File: config.mk
export PLATFORM = sky130hd
export DESIGN_NAME = lsvc_regs
export DESIGN_NICKNAME = d
export VERILOG_FILES = /design/src/hdl/lsvc_pkg.sv /design/src/hdl/lsvc_regs.sv
export SDC_FILE = /design/constraint.sdc
export NUM_CORES = 1
export LEC_CHECK = 0
export BUFFER_PORTS_ARGS = -buffer_cell sky130_fd_sc_hd__buf_2
export CORE_UTILIZATION = 54
export DETAILED_ROUTE_END_ITERATION = 7
export GPL_TIMING_DRIVEN = 0
export PLACE_DENSITY_LB_ADDON = 0.2
export RECOVER_POWER = 50
export SLEW_MARGIN = 10
export SYNTH_ARGS = -nofsm -noshare
export SYNTH_HDL_FRONTEND = slang
export SYNTH_SLANG_ARGS = --single-unit
File: constraint.sdc
create_clock -name clk_sys -period 9.7 [get_ports clk_sys]
set_input_delay 1.94 -clock clk_sys [delete_from_list [all_inputs] [get_ports clk_sys]]
set_output_delay 1.94 -clock clk_sys [all_outputs]
set_load 0.01 [all_outputs]
File: src/hdl/lsvc_pkg.sv
// constants, carriers and state layout of the link, slot and product-data config bank
// assumes one 50 MHz clock and a same-clock config port and eeprom engine
package lsvc_pkg;

  // ---------------------------------------------------------------
  // register offsets (byte addresses of dwords)
  // ---------------------------------------------------------------
  localparam logic [7:0] OFS_SLOT = 8'hc8;
  localparam logic [7:0] OFS_LINK0 = 8'hcc;
  localparam logic [7:0] OFS_LINK1 = 8'hd0;
  localparam logic [7:0] OFS_LINK2 = 8'hd4;
  localparam logic [7:0] OFS_VPD = 8'hd8;
  localparam logic [7:0] OFS_VPD_DATA = 8'hec;
  localparam logic [7:0] OFS_VPD_DATA_ALT = 8'hdc;

  // ---------------------------------------------------------------
  // reset values and writable masks
  // ---------------------------------------------------------------
  localparam logic [31:0] LINK0_RST = 32'h0400_1060;
  localparam logic [31:0] LINK0_WMASK = 32'hffff_1fff;
  localparam logic [31:0] LINK1_RST = 32'h0400_0217;
  localparam logic [31:0] LINK1_WMASK = 32'hffff_03ff;
  localparam logic [31:0] LINK2_RST = 32'h0019_0254;
  localparam logic [31:0] LINK2_WMASK = 32'h007f_7fff;
  localparam logic [31:0] DEB_WMASK = 32'hff00_0000;
  localparam logic [7:0] VPD_CAP_ID = 8'h03;
  localparam logic [7:0] VPD_NEXT_PTR = 8'hf0;
  localparam logic [8:0] EE_BASE = 9'h040;

  // ---------------------------------------------------------------
  // field positions
  // ---------------------------------------------------------------
  localparam int HOT_RESET_POS = 0;
  localparam int LOOPBACK_POS = 1;
  localparam int CROSS_LINK_POS = 2;
  localparam int SW_CFG_POS = 3;
  localparam int DEBUG_POS = 4;
  localparam int LANE_TRIES_POS = 5;
  localparam int TS1_POS = 8;
  localparam int L1_ENTRY_POS = 16;
  localparam int L0S_LIFE_POS = 0;
  localparam int L1_LIFE_POS = 16;
  localparam int CDR_POS = 0;
  localparam int L0S_EXIT_POS = 8;
  localparam int L1_EXIT_POS = 16;
  localparam int DEBOUNCE_POS = 24;
  localparam int SLOT_POS = 16;
  localparam int VPD_ADDR_POS = 18;
  localparam int VPD_FLAG_POS = 31;

  // ---------------------------------------------------------------
  // fast training sequence make-up and timing
  // ---------------------------------------------------------------
  localparam logic [7:0] FTS_COMMA = 8'hbc;
  localparam logic [7:0] FTS_FILL = 8'h3c;
  localparam int FTS_FILL_COUNT = 3;
  localparam int CLK_MHZ = 50;
  localparam int MS_TIME_US = 1000;
  localparam int MS_CYCLES = MS_TIME_US * CLK_MHZ;

  typedef enum logic [1:0] {
    LSVC_IDLE = 2'b00,
    LSVC_RUN = 2'b01
  } lsvc_vpd_e;

  typedef struct packed {
    logic req;
    logic we;
    logic [7:0] addr;
    logic [3:0] be;
    logic [31:0] wdata;
  } lsvc_cfg_req_s;

  typedef struct packed {
    logic ack;
    logic [31:0] rdata;
  } lsvc_cfg_rsp_s;

  typedef struct packed {
    logic req;
    logic write;
    logic [8:0] addr;
    logic [31:0] wdata;
  } lsvc_ee_req_s;

  typedef struct packed {
    logic done;
    logic [31:0] rdata;
  } lsvc_ee_rsp_s;

  typedef struct packed {
    logic hot_reset;
    logic loopback;
    logic cross_link;
    logic sw_to_config;
    logic debug_sel;
    logic [2:0] lane_tries;
    logic [4:0] ts1_count;
    logic [15:0] l1_entry;
    logic [9:0] l0s_life;
    logic [15:0] l1_life;
    logic [7:0] cdr_fts;
    logic [9:0] fts_symbols;
    logic [6:0] l0s_exit;
    logic [6:0] l1_exit;
  } lsvc_link_s;

  typedef struct packed {
    logic [6:0] slot_s1;
    logic [6:0] slot_s2;
    logic sw_s1;
    logic sw_s2;
    logic sw_stable;
    logic hs_s1;
    logic hs_s2;
    logic [31:0] link0;
    logic [31:0] link1;
    logic [31:0] link2;
    logic [5:0] vpd_addr;
    logic vpd_flag;
    lsvc_vpd_e vstate;
    logic [31:0] vpd_data;
    logic [15:0] ms_cnt;
    logic [7:0] ms_done;
    logic ack;
    logic [31:0] rdata;
  } lsvc_state_s;

  // byte-enabled merge of a write into the writable bits of a word
  function automatic logic [31:0] lsvc_merge(input logic [31:0] old_w, input logic [31:0] wr_w,
                                             input logic [3:0] be, input logic [31:0] mask);
    logic [31:0] bm;
    bm = {{8{be[3]}}, {8{be[2]}}, {8{be[1]}}, {8{be[0]}}} & mask;
    return (old_w & ~bm) | (wr_w & bm);
  endfunction

endpackage

File: src/hdl/lsvc_regs.sv
// config register bank: slot status, link phy settings, swap debounce, product-data port
// assumes config requests, and the eeprom engine, run on clk_sys; slot and switch pins do not
//
// Contract
// - cross-link enable bit 2 and debug select bit 4, read-write, reset zero.
// - lane negotiation tries bits 7:5 reset 3h; TS1 count bits 12:8 reset 10h.
// - L1 entry timer default, bits 31:16 read-write, reset 0400h.
// - clock-recovery time, 8-bit FTS count in bits 7:0, reset 54h.
// - each FTS set is one K28.5 then three K28.1 symbols.
// - L0s exit latency, 7 bits at 14:8, reset 2h.
// - L1 exit latency, 7 bits at 22:16, reset 19h.
// - debounce time is field plus one milliseconds, field at 31:24, reset zero.
// - debounce field writable only while hot swap is enabled.
// - capability id 03h read-only in bits 7:0.
// - next pointer F0h read-only in bits 15:8.
// - writing operation flag 0 starts eeprom read at address field 23:18.
// - read keeps flag 0 until done, then sets it to 1.
// - read data lands in the product-data data register.
// - write keeps flag 1 while running, clears it when done.
// - eeprom byte address is programmed address plus 40h; the bank sends four times field 23:18 plus 40h.
`timescale 1ns/1ps

module lsvc_regs #(
  parameter int MS_CYCLES = lsvc_pkg::MS_CYCLES
) (
  input wire logic clk_sys,
  input wire logic reset,
  input wire lsvc_pkg::lsvc_cfg_req_s cfg_req,
  output lsvc_pkg::lsvc_cfg_rsp_s cfg_rsp,
  output lsvc_pkg::lsvc_ee_req_s ee_req,
  input wire lsvc_pkg::lsvc_ee_rsp_s ee_rsp,
  input wire logic [6:0] slot_status_in,
  input wire logic hot_swap_en,
  input wire logic swap_switch_in,
  output logic swap_switch_db,
  output lsvc_pkg::lsvc_link_s link
);

  // ---------------------------------------------------------------
  // state
  // ---------------------------------------------------------------
  lsvc_pkg::lsvc_state_s st;
  lsvc_pkg::lsvc_state_s next_st;
  logic [15:0] ms_last;
  logic [31:0] deb_mask;

  assign ms_last = 16'(MS_CYCLES - 1);
  // the debounce byte drops out of the mask while hot swap is off
  // debounce write gate
  assign deb_mask = st.hs_s2 ? (lsvc_pkg::LINK2_WMASK | lsvc_pkg::DEB_WMASK) :
                    lsvc_pkg::LINK2_WMASK;

  // next-state logic
  always_comb begin
    next_st = st;
    // pins pass two flops before any logic looks at them
    next_st.slot_s1 = slot_status_in;
    next_st.slot_s2 = st.slot_s1;
    next_st.sw_s1 = swap_switch_in;
    next_st.sw_s2 = st.sw_s1;
    next_st.hs_s1 = hot_swap_en;
    next_st.hs_s2 = st.hs_s1;
    next_st.ack = cfg_req.req;
    // writes
    if (cfg_req.req && cfg_req.we) begin
      case (cfg_req.addr)
        lsvc_pkg::OFS_LINK0: begin
          next_st.link0 = lsvc_pkg::lsvc_merge(st.link0, cfg_req.wdata, cfg_req.be,
                                               lsvc_pkg::LINK0_WMASK);
        end
        lsvc_pkg::OFS_LINK1: begin
          next_st.link1 = lsvc_pkg::lsvc_merge(st.link1, cfg_req.wdata, cfg_req.be,
                                               lsvc_pkg::LINK1_WMASK);
        end
        lsvc_pkg::OFS_LINK2: begin
          next_st.link2 = lsvc_pkg::lsvc_merge(st.link2, cfg_req.wdata, cfg_req.be, deb_mask);
        end
        lsvc_pkg::OFS_VPD: begin
          // control changes are ignored while a cycle runs, so the address cannot move under it
          if (st.vstate == lsvc_pkg::LSVC_IDLE) begin
            if (cfg_req.be[2]) begin
              next_st.vpd_addr = cfg_req.wdata[lsvc_pkg::VPD_ADDR_POS +: 6];
            end
            if (cfg_req.be[3]) begin
              next_st.vpd_flag = cfg_req.wdata[lsvc_pkg::VPD_FLAG_POS];
              next_st.vstate = lsvc_pkg::LSVC_RUN;
            end
          end
        end
        lsvc_pkg::OFS_VPD_DATA, lsvc_pkg::OFS_VPD_DATA_ALT: begin
          next_st.vpd_data = lsvc_pkg::lsvc_merge(st.vpd_data, cfg_req.wdata, cfg_req.be,
                                                  32'hffff_ffff);
        end
        default: begin
        end
      endcase
    end
    // reads, answered one cycle later
    if (cfg_req.req && !cfg_req.we) begin
      case (cfg_req.addr)
        lsvc_pkg::OFS_SLOT: next_st.rdata = {9'h000, st.slot_s2, 16'h0000};
        lsvc_pkg::OFS_LINK0: next_st.rdata = st.link0;
        lsvc_pkg::OFS_LINK1: next_st.rdata = st.link1;
        lsvc_pkg::OFS_LINK2: next_st.rdata = st.link2;
        lsvc_pkg::OFS_VPD: begin
          next_st.rdata = {st.vpd_flag, 7'h00, st.vpd_addr, 2'b00, lsvc_pkg::VPD_NEXT_PTR,
                           lsvc_pkg::VPD_CAP_ID};
        end
        lsvc_pkg::OFS_VPD_DATA, lsvc_pkg::OFS_VPD_DATA_ALT: next_st.rdata = st.vpd_data;
        default: next_st.rdata = 32'h0000_0000;
      endcase
    end
    // eeprom completion; wins over a data write in the same cycle
    case (st.vstate)
      lsvc_pkg::LSVC_IDLE: begin
      end
      lsvc_pkg::LSVC_RUN: begin
        if (ee_rsp.done) begin
          next_st.vstate = lsvc_pkg::LSVC_IDLE;
          next_st.vpd_flag = ~st.vpd_flag;
          if (!st.vpd_flag) begin
            next_st.vpd_data = ee_rsp.rdata;
          end
        end
      end
      default: next_st.vstate = lsvc_pkg::LSVC_IDLE;
    endcase
    // switch must differ for field plus one whole milliseconds
    if (st.sw_s2 == st.sw_stable) begin
      next_st.ms_cnt = 16'h0000;
      next_st.ms_done = 8'h00;
    end else if (st.ms_cnt == ms_last) begin
      next_st.ms_cnt = 16'h0000;
      if (st.ms_done == st.link2[lsvc_pkg::DEBOUNCE_POS +: 8]) begin
        next_st.sw_stable = st.sw_s2;
        next_st.ms_done = 8'h00;
      end else begin
        next_st.ms_done = st.ms_done + 8'h01;
      end
    end else begin
      next_st.ms_cnt = st.ms_cnt + 16'h0001;
    end
  end

  // state register
  // reset values
  always_ff @(posedge clk_sys or posedge reset) begin
    if (reset) begin
      st <= '0;
      st.link0 <= lsvc_pkg::LINK0_RST;
      st.link1 <= lsvc_pkg::LINK1_RST;
      st.link2 <= lsvc_pkg::LINK2_RST;
    end else begin
      st <= next_st;
    end
  end

  // ---------------------------------------------------------------
  // outputs
  // ---------------------------------------------------------------
  assign cfg_rsp.ack = st.ack;
  assign cfg_rsp.rdata = st.rdata;
  assign ee_req.req = (st.vstate == lsvc_pkg::LSVC_RUN);
  assign ee_req.write = st.vpd_flag;
  assign ee_req.addr = lsvc_pkg::EE_BASE + {1'b0, st.vpd_addr, 2'b00};
  assign ee_req.wdata = st.vpd_data;
  assign swap_switch_db = st.sw_stable;

  // link settings straight from the words, except the FTS symbol total, which is derived
  assign link.hot_reset = st.link0[lsvc_pkg::HOT_RESET_POS];
  assign link.loopback = st.link0[lsvc_pkg::LOOPBACK_POS];
  assign link.cross_link = st.link0[lsvc_pkg::CROSS_LINK_POS];
  assign link.sw_to_config = st.link0[lsvc_pkg::SW_CFG_POS];
  assign link.debug_sel = st.link0[lsvc_pkg::DEBUG_POS];
  assign link.lane_tries = st.link0[lsvc_pkg::LANE_TRIES_POS +: 3];
  assign link.ts1_count = st.link0[lsvc_pkg::TS1_POS +: 5];
  assign link.l1_entry = st.link0[lsvc_pkg::L1_ENTRY_POS +: 16];
  assign link.l0s_life = st.link1[lsvc_pkg::L0S_LIFE_POS +: 10];
  assign link.l1_life = st.link1[lsvc_pkg::L1_LIFE_POS +: 16];
  assign link.cdr_fts = st.link2[lsvc_pkg::CDR_POS +: 8];
  // one comma plus three fill symbols per set
  assign link.fts_symbols = {2'b00, st.link2[lsvc_pkg::CDR_POS +: 8]} * 10'(1 + lsvc_pkg::FTS_FILL_COUNT);
  assign link.l0s_exit = st.link2[lsvc_pkg::L0S_EXIT_POS +: 7];
  assign link.l1_exit = st.link2[lsvc_pkg::L1_EXIT_POS +: 7];
endmodule // lsvc_regs
# Word level (Yosys, flattened, before mapping)
# Cells that the tools add are included.
[word_totals]
ff_bits = 213
input_bits = 90
output_inout_bits = 164
word_cells = 78
[classes]
add_sub_neg = 3
n_eq_ne = 11
mux = 16
bitwise_logic = 19
reduce_logical = 11
[op_table]
columns = ["op", "n"]
rows = [
  ["$and A32 B32 Y32", 9],
  ["$pmux W32 S6", 1],
  ["$mux W32", 4],
  ["$not A32 Y32", 4],
  ["$or A32 B32 Y32", 4],
  ["$mux W35", 2],
  ["$eq A8 B8 Y1 const B", 7],
  ["$mux W24", 1],
  ["$add A16 B1 Y16 const B", 1],
  ["$eq A16 B16 Y1 const B", 1],
  ["$mux W16", 1],
  ["$mux W8", 2],
  ["$add A7 B8 Y9 const A", 1],
  ["$mux W3", 3],
  ["$add A8 B1 Y8 const B", 1],
  ["$eq A8 B8 Y1", 1],
  ["$reduce_and A2 Y1", 3],
  ["$pmux W2 S2", 1],
  ["$reduce_and A4 Y1", 1],
  ["$reduce_and A3 Y1", 1],
  ["$eq A2 B1 Y1 const B", 1],
  ["$logic_and A1 B1 Y1", 2],
  ["$logic_not A2 Y1", 1],
  ["$not A1 Y1", 2],
  ["other kinds (5)", 5],
]

# Logic depth before layout (Yosys ltp)
# Gate-level depths: netlist (run 1).
[depth]
word_depth = 8
ltp_mapped = 7
ltp_nobuf = 5

# Worst setup path after synthesis (run 1)
# No wires, ideal clock.
[synth_path]
path_type = "in2reg"
start = "in cfg_req[40] (netlist name)"
end = "reg with a tool-made name"
setup_time_ns = 0.125
t_arrival_ns = 3.297
required_ns = 9.575
setup_slack_ns = 6.278
stages = 5
path_buffers = 1
path_cell_list = "buf_4 > nor2_1 > nand4_1 > nor2_2 > mux2_2"
[synth_lines]
columns = ["item", "line", "text"]
rows = [
  ["start, declared", "lsvc_regs.sv:28", "input wire lsvc_pkg::lsvc_cfg_req_s cfg_req,"],
]

==> results of run 1 <==
per-layer routing:
metal | track usage [%] | wire length (µm) | vias to the layer above
met5 | 0 | 13 | -
met4 | 10.2 | 972 | 2
met3 | 6.16 | 2610 | 67
met2 | 50.1 | 14500 | 420
met1 | 39.6 | 12300 | 4062
li1 | - | - | 3772
area by class of cell:
cell class | instances | area (µm²)
Clock inverter | 8 | 115
Clock buffer | 32 | 639
Timing Repair Buffer | 249 | 1220
Fill cell | 1528 | 6040
Antenna cell | 3 | 7.51
Tap cell | 260 | 325
Multi-Input combinational cell | 531 | 4100
Inverter | 11 | 42.5
Sequential cell | 202 | 5080
Buffer | 202 | 1390
cells in the mapped netlist, drive strengths merged (12+ instances only):
cell type,n,area share [%]
nand2,54,1.9
o21ai,39,1.8
mux2i,59,5.6
buf,178,12
clkbuf,24,0.85
o22ai,16,0.94
a22o,22,1.8
a22oi,19,1.3
dfstp,17,4.2
a21oi,12,0.57
nor2,40,1.5
mux2,93,9.9
xnor2,21,1.9
nor4,13,1.4
dfrtp,185,44
nand3,22,1.1
worst max-delay path by stage:
stage                                 endpoint  slack (ns)
finish              asynchronous set/reset pin        4.33
global route                         ee_req[5]        3.48
CTS                                   register        6.02
detailed placement                    register        5.51
global placement    asynchronous set/reset pin       -0.03
floorplan           asynchronous set/reset pin        2.28
power groups by stage:
| stage | combinational [W] | clock, W | sequential (W) |
|---|---|---|---|
| 2_1_floorplan | 0.0000999 | 0 | 0.000891 |
| 3_3_place_gp | 0.000163 | 0 | 0.000896 |
| 3_5_place_dp | 0.000168 | 0 | 0.000897 |
| 4_1_cts | 0.000169 | 0.000884 | 0.000882 |
| 5_1_grt | 0.000181 | 0.000916 | 0.000885 |
| 6_report | 0.000167 | 0.000875 | 0.000882 |
kinds of logic after synthesis:
group                      Yosys count
buffers and inverters              213
DFF                                202
and+or+nand+nor                    187
AOI/OAI and AO/OA                  160
muxes                              152
xor gates and xnor gates            24
adders and majority gates            3
other                                1
layout by cell type, fill, tap and decap left out, drive strengths merged, types with 12 or more instances in the layout:
cell,instances
dfstp,17
buf,389
xnor2,21
o21ai,39
mux2i,59
a22oi,19
nor4,13
nor2,40
dfrtp,185
a22o,22
o22ai,16
nand2,54
a21oi,12
mux2,93
clkbuf,94
nand3,22
through the flow:
step	setup TNS, ns	cells	hold slack [ns]
after global placement	-2.45	1454	0.332
final	0	1498	0.347
after CTS	0	1495	0.347
after detailed placement	0	1455	0.335
after global routing	0	1497	0.348
after floorplan	0	946	0.331
==> impl_metrics.tcl, run 1 <==
set metrics [dict create \
    outcome "finished, violations left" \
    violations "capacitance limit, slew limit" \
    slew_viol_final 118 \
    die_h_um 142 \
    r2r_slack_ns 7.14 \
    layout.nets 1312 \
    power_w 0.00192 \
    first_pass_iters 5 \
    min_from "next_st[197]" \
    ff2ff_path_depth 6 \
    yosys_register_bits 202 \
    synth_mux_area_share_pct 15.5 \
    period_share_pct 55.4 \
    numPortBuffers 248 \
    gp_congestion 0.931 \
    cts_made_buffers 22 \
    synth_compound_area_share_pct 10.7 \
    clock_latency_ns 0.51 \
    drive_gt1_share_pct 44.9 \
    cp.arrival_ns 5.03 \
    place_area_um2 12200 \
    synth_warnings 0 \
    critPathMaxFanout 117 \
    vias_per_cell 5.56 \
    crit_path_start_kind "primary input" \
    crit_start "reset" \
    power_frac_comb_pct 8.7 \
    crit_family "buffers and inverters" \
    r2r_start "st[45]" \
    cts_setup_buffers 0 \
    async_flop_share_pct 100 \
    critical_path_class "primary input to asynchronous set/reset pin" \
    pwr-share-seq_pct 45.9 \
    leakage_nw 6.36 \
    hp-class "register to register" \
    synth_ff_type "dfrtp_1" \
    antenna_found_initial 4 \
    synth_top_family_by_area "multiplexers" \
    wl_per_cell_um 20.3 \
    first_global_vias 8225 \
    cap_violations 1 \
    clkSlewWorstSetupHoldPaths_ns 0.06 \
    grt_overflow_total 0 \
    final_core_util_pct 68.1 \
    worst_setup_path_end_kind "asynchronous set/reset pin" \
    ios 254 \
    syn_area_per_cell_um2 11.2 \
    drt-initial-drc-count 590 \
    cts_max_path_buffers 3 \
    syn2layout_area_growth_pct 21.9 \
    clock_skew_ns 0.0155 \
    num_vias 8323 \
    final_area_um2 12900 \
    whs_path_depth 0 \
    ctsHtreeMaxLevel 1 \
    seq_area_frac_synth_pct 47.9 \
    p_switching_w 0.000451 \
    synth_cells 942 \
    grt.total_usage_pct 30.2 \
    drc 0 \
    p_int_w 0.00147 \
    root_buffer "clkbuf_16" \
    antenna_left 0 \
    die_w_um 142 \
    p_per_area_nw_per_um2 149 \
    grt_first_pass_wirelength_mm 46.3 \
    rows 50 \
    synthXorXnorAreaFrac_pct 2.16 \
    mappedNetlistArea_um2 10600 \
    fmax_mhz 186 \
    coreArea_um2 19000 \
    cpMaxStageDelayCell "clkinvlp_2" \
    irDropWorstVdd_mv 0.116 \
    timing_hold_violations_final 0 \
    post_cts_resized 0 \
    wl_mm 30.4 \
    min_period_ns 5.37 \
    synth_simple_gate_area_share_pct 9.85 \
    relSlewSlack_pct -250 \
    max_stage_delay_ns 2.91 \
    setup_ws_ns 4.33 \
    p_clk_share_pct 45.5 \
    rsz0062_at_grt "false" \
    cts_tree "done" \
    worstMarginPinSlew_ns 5.22 \
    setup_viol 0 \
    synth_edf_count 0 \
    required_ns 9.35 \
    pre_cts_ws_ns 5.51 \
    numClockSinks 202 \
    whs_endpoint "st[197]" \
    cp.depth 2 \
    p_sw_share_pct 23.4 \
    die_area_um2 20200 \
    synth_fa_ha_area_share_pct 0.354 \
    synth_cell_types 67 \
    cp_num_buf_inv 2 \
    r2r_end "st[50]" \
    start_util_pct 55.9 \
    hold_buffers 0 \
    path_cells "buf_2 -> clkinvlp_2" \
    grt_start_max_net_pins 118 \
    dp_hpwl_mm 21.4 \
]
No activity file was read; power rests on OpenSTA's default activity.
==> run 2, diff against run 1 <==
--- a/config.mk
+++ b/config.mk
@@ -6,7 +6,7 @@
 export NUM_CORES = 1
 export LEC_CHECK = 0
 export BUFFER_PORTS_ARGS = -buffer_cell sky130_fd_sc_hd__buf_2
-export CORE_UTILIZATION = 54
+export CORE_UTILIZATION = 49
 export DETAILED_ROUTE_END_ITERATION = 7
 export GPL_TIMING_DRIVEN = 0
 export PLACE_DENSITY_LB_ADDON = 0.2
==> constraint.sdc (replaced) <==
create_clock -name clk_sys -period 4.3 [get_ports clk_sys]
set_input_delay 0.86 -clock clk_sys [delete_from_list [all_inputs] [get_ports clk_sys]]
set_output_delay 0.86 -clock clk_sys [all_outputs]
set_load 0.01 [all_outputs]
==> impl_metrics.tcl, run 2 (synthesis results as in run 1) <==
set metrics [dict create \
    ctsHtreeMaxLevel 1 \
    post_cts_resized 0 \
    rsz0062_at_grt "false" \
    crit_path_start_kind "primary input" \
    outcome "finished clean" \
    antenna_left 0 \
    numClockSinks 202 \
    grt_overflow_total 0 \
    place_area_um2 12300 \
    root_buffer "clkbuf_16" \
    vias_per_cell 5.39 \
    wl_per_cell_um 20.0 \
    required_ns 4.65 \
    slew_viol_final 0 \
    final_area_um2 13000 \
    fillers 1817 \
    dp_hpwl_mm 21.7 \
    relSlewSlack_pct 6.32 \
    period_share_pct 62.5 \
    grt_start_max_net_pins 39 \
    antenna_found_initial 3 \
    worst_setup_path_end_kind "register" \
    leakage_nw 6.31 \
    wl_mm 30.3 \
    max_stage_delay_ns 0.91 \
    cts_made_buffers 23 \
    cap_violations 0 \
    drive_gt1_share_pct 43.5 \
    first_pass_iters 5 \
    die_w_um 149 \
    hold_buffers 0 \
    critical_path_class "primary input to register" \
    timing_hold_violations_final 0 \
    cts_tree "done" \
    fmax_mhz 372 \
    layout.nets 1317 \
    setup_viol 0 \
    cpMaxStageDelayCell "nor4_4" \
    layout_common_cells "buf_2 (201), dfrtp_1 (185), buf_4 (160), mux2_2 (92), clkbuf_1 (88)" \
    ios 254 \
    worstMarginPinSlew_ns 1.40 \
    clock_skew_ns 0.00754 \
    grt_first_pass_wirelength_mm 46.1 \
    drt-initial-drc-count 533 \
    path_cells "clkbuf_1 -> clkbuf_1 -> nand2_2 -> nor4_4 -> mux2i_1 -> o21ai_1" \
    first_global_vias 8090 \
    hp-class "register to register" \
    num_vias 8192 \
    crit_top_cell "clkbuf_1" \
    start_util_pct 50.2 \
    coreArea_um2 21100 \
    cts_setup_buffers 0 \
    cts_max_path_buffers 3 \
    die_area_um2 22200 \
    die_h_um 149 \
    layout_commonest_cell "buf_2" \
    grt.total_usage_pct 27.4 \
    setup_tns_ns 0 \
    clkSlewWorstSetupHoldPaths_ns 0.06 \
    irDropWorstVdd_mv 0.248 \
    final_core_util_pct 61.7 \
    min_period_ns 2.69 \
    cp.arrival_ns 3.03 \
    rows 53 \
    critPathMaxFanout 10 \
    gp_congestion 0.895 \
    drc 0 \
    numPortBuffers 248 \
    syn2layout_area_growth_pct 22.7 \
    clock_latency_ns 0.50 \
    whs_ns 0.346 \
    p_per_area_nw_per_um2 337 \
]
==> run 2: cell count changes in the layout (fill, tap and decap cells not counted), moves of 2 or more <==
cell | before | now
buf_4 | 162 | 160
clkbuf_1 | 68 | 88
buf_2 | 221 | 201
buf_12 | 0 | 5
==> run 2: power by group <==
group	leakage (nW)	switching (W)	total [W]	internal [W]
registers	2.68	0.0000381	0.00199	0.00195
clock network	0.381	0.000778	0.00201	0.00123
logic	3.24	0.000215	0.000380	0.000165
total	6.31	0.00103	0.00438	0.00335
==> run 2: layout make-up <==
type	instances	area [µm²]	share of cell area, %
sequential	202	5080	39.0
multi-input combinational	531	4100	31.5
buffer	202	1380	10.6
timing repair buffer	253	1270	9.77
clock buffer	32	649	4.99
tap	275	344	2.65
clock inverter	9	126	0.972
inverter	11	42.5	0.327
antenna	4	10.0	0.0770
==> run 2: final timing paths <==
| check | slack, ns | startpoint | cells after the start | end |
|---|---|---|---|---|
| min reg2reg | 0.35 | next_st[199] | 0 | st[199] |
| min | 0.35 | next_st[199] | 0 | st[199] |
| max | 1.61 | cfg_req[38] | 6 | ee_req[3] |
| max in group asynchronous | 2.53 | reset | 4 | asynchronous set/reset pin |
| min in group asynchronous | 0.67 | reset | 2 | ee_req[29] |
| max reg2reg | 2.11 | st[45] | 6 | st[48] |
==> run 2: critical path: cells and delay by family <==
family	cells	cell delay, ns
muxes	1	0.28
buffers and inverters	2	0.61
AOI/OAI and AO/OA	1	0.09
and+or+nand+nor	2	1.19
==> run 2: metrics by stage <==
stage	setup slack, ns	total power, W	cells
4_1_cts	1.72	0.00441	1515
2_1_floorplan	0.838	0.00224	946
5_1_grt	1.49	0.00453	1516
6_report	1.61	0.00438	1519
3_5_place_dp	1.20	0.00241	1474
3_3_place_gp	-0.480	0.00239	1469
==> run 2: per-layer routing <==
metal,part of all wire (%),vias to the layer above,track usage (%),wire (µm)
li1,-,3799,-,-
met1,42,3988,36.8,12900
met2,47,348,45.0,14400
met3,7.4,57,5.32,2260
met4,2.7,0,7.96,815
met5,0,-,0,0
==> run 3, diff against run 2 <==
==> constraint.sdc (replaced) <==
create_clock -name clk_sys -period 2.4 [get_ports clk_sys]
set_input_delay 0.48 -clock clk_sys [delete_from_list [all_inputs] [get_ports clk_sys]]
set_output_delay 0.48 -clock clk_sys [all_outputs]
set_load 0.01 [all_outputs]
==> impl_metrics.tcl, run 3 (synthesis results as in run 1) <==
set metrics [dict create \
    rows 53 \
    worstMarginPinSlew_ns 1.21 \
    met2_usage_pct 45.0 \
    setup_ws_ns 0.139 \
    die_h_um 149 \
    die_w_um 149 \
    place_area_um2 12300 \
    irDropWorstVdd_mv 0.444 \
    ios 254 \
    drc 0 \
    fmax_mhz 442 \
    numPortBuffers 248 \
    drt-initial-drc-count 509 \
    p_per_area_nw_per_um2 606 \
    p_switching_w 0.00185 \
    rsz0062_at_grt "false" \
    required_ns 2.79 \
    p_clk_share_pct 46.0 \
    clkSlewWorstSetupHoldPaths_ns 0.06 \
    root_buffer "clkbuf_16" \
    clock_skew_ns 0.0121 \
    r2r_slack_ns 0.29 \
    min_period_ns 2.26 \
    worst_setup_path_end_kind "register" \
    cts_made_buffers 23 \
    top_usage_layer "met2" \
    num_vias 8158 \
    grt_start_max_net_pins 39 \
    timing_hold_violations_final 0 \
    ff_latch_area_um2 5080 \
    ctsHtreeMaxLevel 1 \
    antenna_left 0 \
    final_cells 1519 \
    vias_per_cell 5.37 \
    wl_mm 30.3 \
    hp-class "primary input to register" \
    coreArea_um2 21100 \
    multi_input_area_um2 4110 \
    gp_congestion 0.895 \
    die_area_um2 22200 \
    hold_buffers 0 \
    p_int_w 0.00600 \
    syn2layout_area_growth_pct 22.4 \
    dp_hpwl_mm 21.7 \
    ff2ff_path_depth 5 \
    antenna_found_initial 4 \
    relSlewSlack_pct 18.9 \
    layout_common_cells "buf_2 (202), dfrtp_1 (185), buf_4 (161), mux2_2 (92), clkbuf_1 (86)" \
    whs_endpoint "next_st[203]" \
    drive_gt1_share_pct 43.8 \
    clock_latency_ns 0.51 \
    numClockSinks 202 \
    critical_path_class "primary input to register" \
    crit_path_start_kind "primary input" \
    cts_max_path_buffers 3 \
    wl_per_cell_um 19.9 \
    max_stage_delay_ns 0.65 \
    grt_first_pass_wirelength_mm 46.1 \
    first_global_vias 8090 \
    fillers 1820 \
    cts_tree "done" \
    r2r_end "swap_switch_db" \
    path_cells "buf_2 -> buf_4 -> nor2_1 -> nand4_1 -> nor2_1 -> mux2_2" \
    cts_setup_buffers 0 \
    p_sw_share_pct 23.6 \
    cpMaxStageDelayCell "nor2_1" \
    power_frac_comb_pct 8.5 \
    setup_viol 0 \
    use_met3_pct 5.32 \
    min_from "slot_status_in[4]" \
    cp.arrival_ns 2.65 \
    final_area_um2 13000 \
    critPathMaxFanout 10 \
    cap_violations 0 \
    r2r_start "st[45]" \
    grt.total_usage_pct 27.4 \
    period_share_pct 94.2 \
    pre_cts_ws_ns -0.319 \
    dp_cells 1474 \
    global_route.usage.met1_pct 36.8 \
    whs_ns 0.0762 \
    first_pass_iters 5 \
    crit_top_cell "nor2_1" \
    slew_viol_final 0 \
    whs_path_depth 1 \
    power_w 0.00785 \
    outcome "finished clean" \
    pwr-share-seq_pct 45.4 \
    layout.nets 1317 \
    start_util_pct 50.2 \
    grt_overflow_total 0 \
    layout_commonest_cell "buf_2" \
    leakage_nw 6.30 \
]
-- run 3: cell count changes in the layout (fill, tap and decap cells not counted), sizes merged --
cell / previous run / this run
clkbuf: 116 / 117
buf: 371 / 370
-- run 3: layout make-up --
| type | instances | area share [%] |
|---|---|---|
| sequential | 202 | 39.2 |
| multi-input combinational | 531 | 31.7 |
| buffer | 202 | 10.7 |
| timing repair buffer | 253 | 9.39 |
| clock buffer | 32 | 5.01 |
| tap | 275 | 2.65 |
| clock inverter | 9 | 0.975 |
| inverter | 11 | 0.328 |
| antenna | 4 | 0.0772 |
-- run 3: per-stage QoR --
| stage | TNS, ns | util, % |
|---|---|---|
| after global routing | 0 | 61.4 |
| after floorplan | -126.58 | - |
| after global placement | -403.83 | 57.8 |
| after CTS | 0 | 62.0 |
| after detailed placement | -20.22 | 58.3 |
| final | 0 | 61.5 |
-- run 3: how the worst max path moves through the flow --
stage | startpoint | endpoint | slack [ns] | cells past startpoint
6_report | cfg_req[40] | register | 0.14 | 6
5_1_grt | cfg_req[40] | register | 0.02 | 6
4_1_cts | cfg_req[40] | register | 0.20 | 6
3_5_place_dp | cfg_req[40] | register | -0.32 | 6
3_3_place_gp | reset | ee_req[4] | -2.00 | 2
2_1_floorplan | reset | asynchronous set/reset pin | -0.68 | 1
-- run 3: timing repair --
item | in CTS | in global routing
resized for setup | 0 | 2
endpoints found under the hold margin | 0 | 0
setup endpoints to repair | 0 | 11
-- run 3: power groups by stage --
stage / Clock [W] / Sequential, W / Combinational [W]
5_1_grt: 0.00380 / 0.00358 / 0.000728
2_1_floorplan: 0 / 0.00360 / 0.000405
3_5_place_dp: 0 / 0.00363 / 0.000686
3_3_place_gp: 0 / 0.00362 / 0.000659
4_1_cts: 0.00365 / 0.00357 / 0.000690
6_report: 0.00361 / 0.00357 / 0.000670
-- run 3: per-layer routing --
metal	up-vias	wire length [µm]	part of all wire, %
met1	3974	12900	43
met3	53	2120	7.0
li1	3790	-	-
met4	0	787	2.6
met2	341	14400	48
met5	-	0	0
-- run 3: worst max-delay path: cells and delay by family --
family	cells	cell delay [ns]
multiplexers	1	0.41
AND/OR/NAND/NOR	3	1.45
buffers and inverters	2	0.30
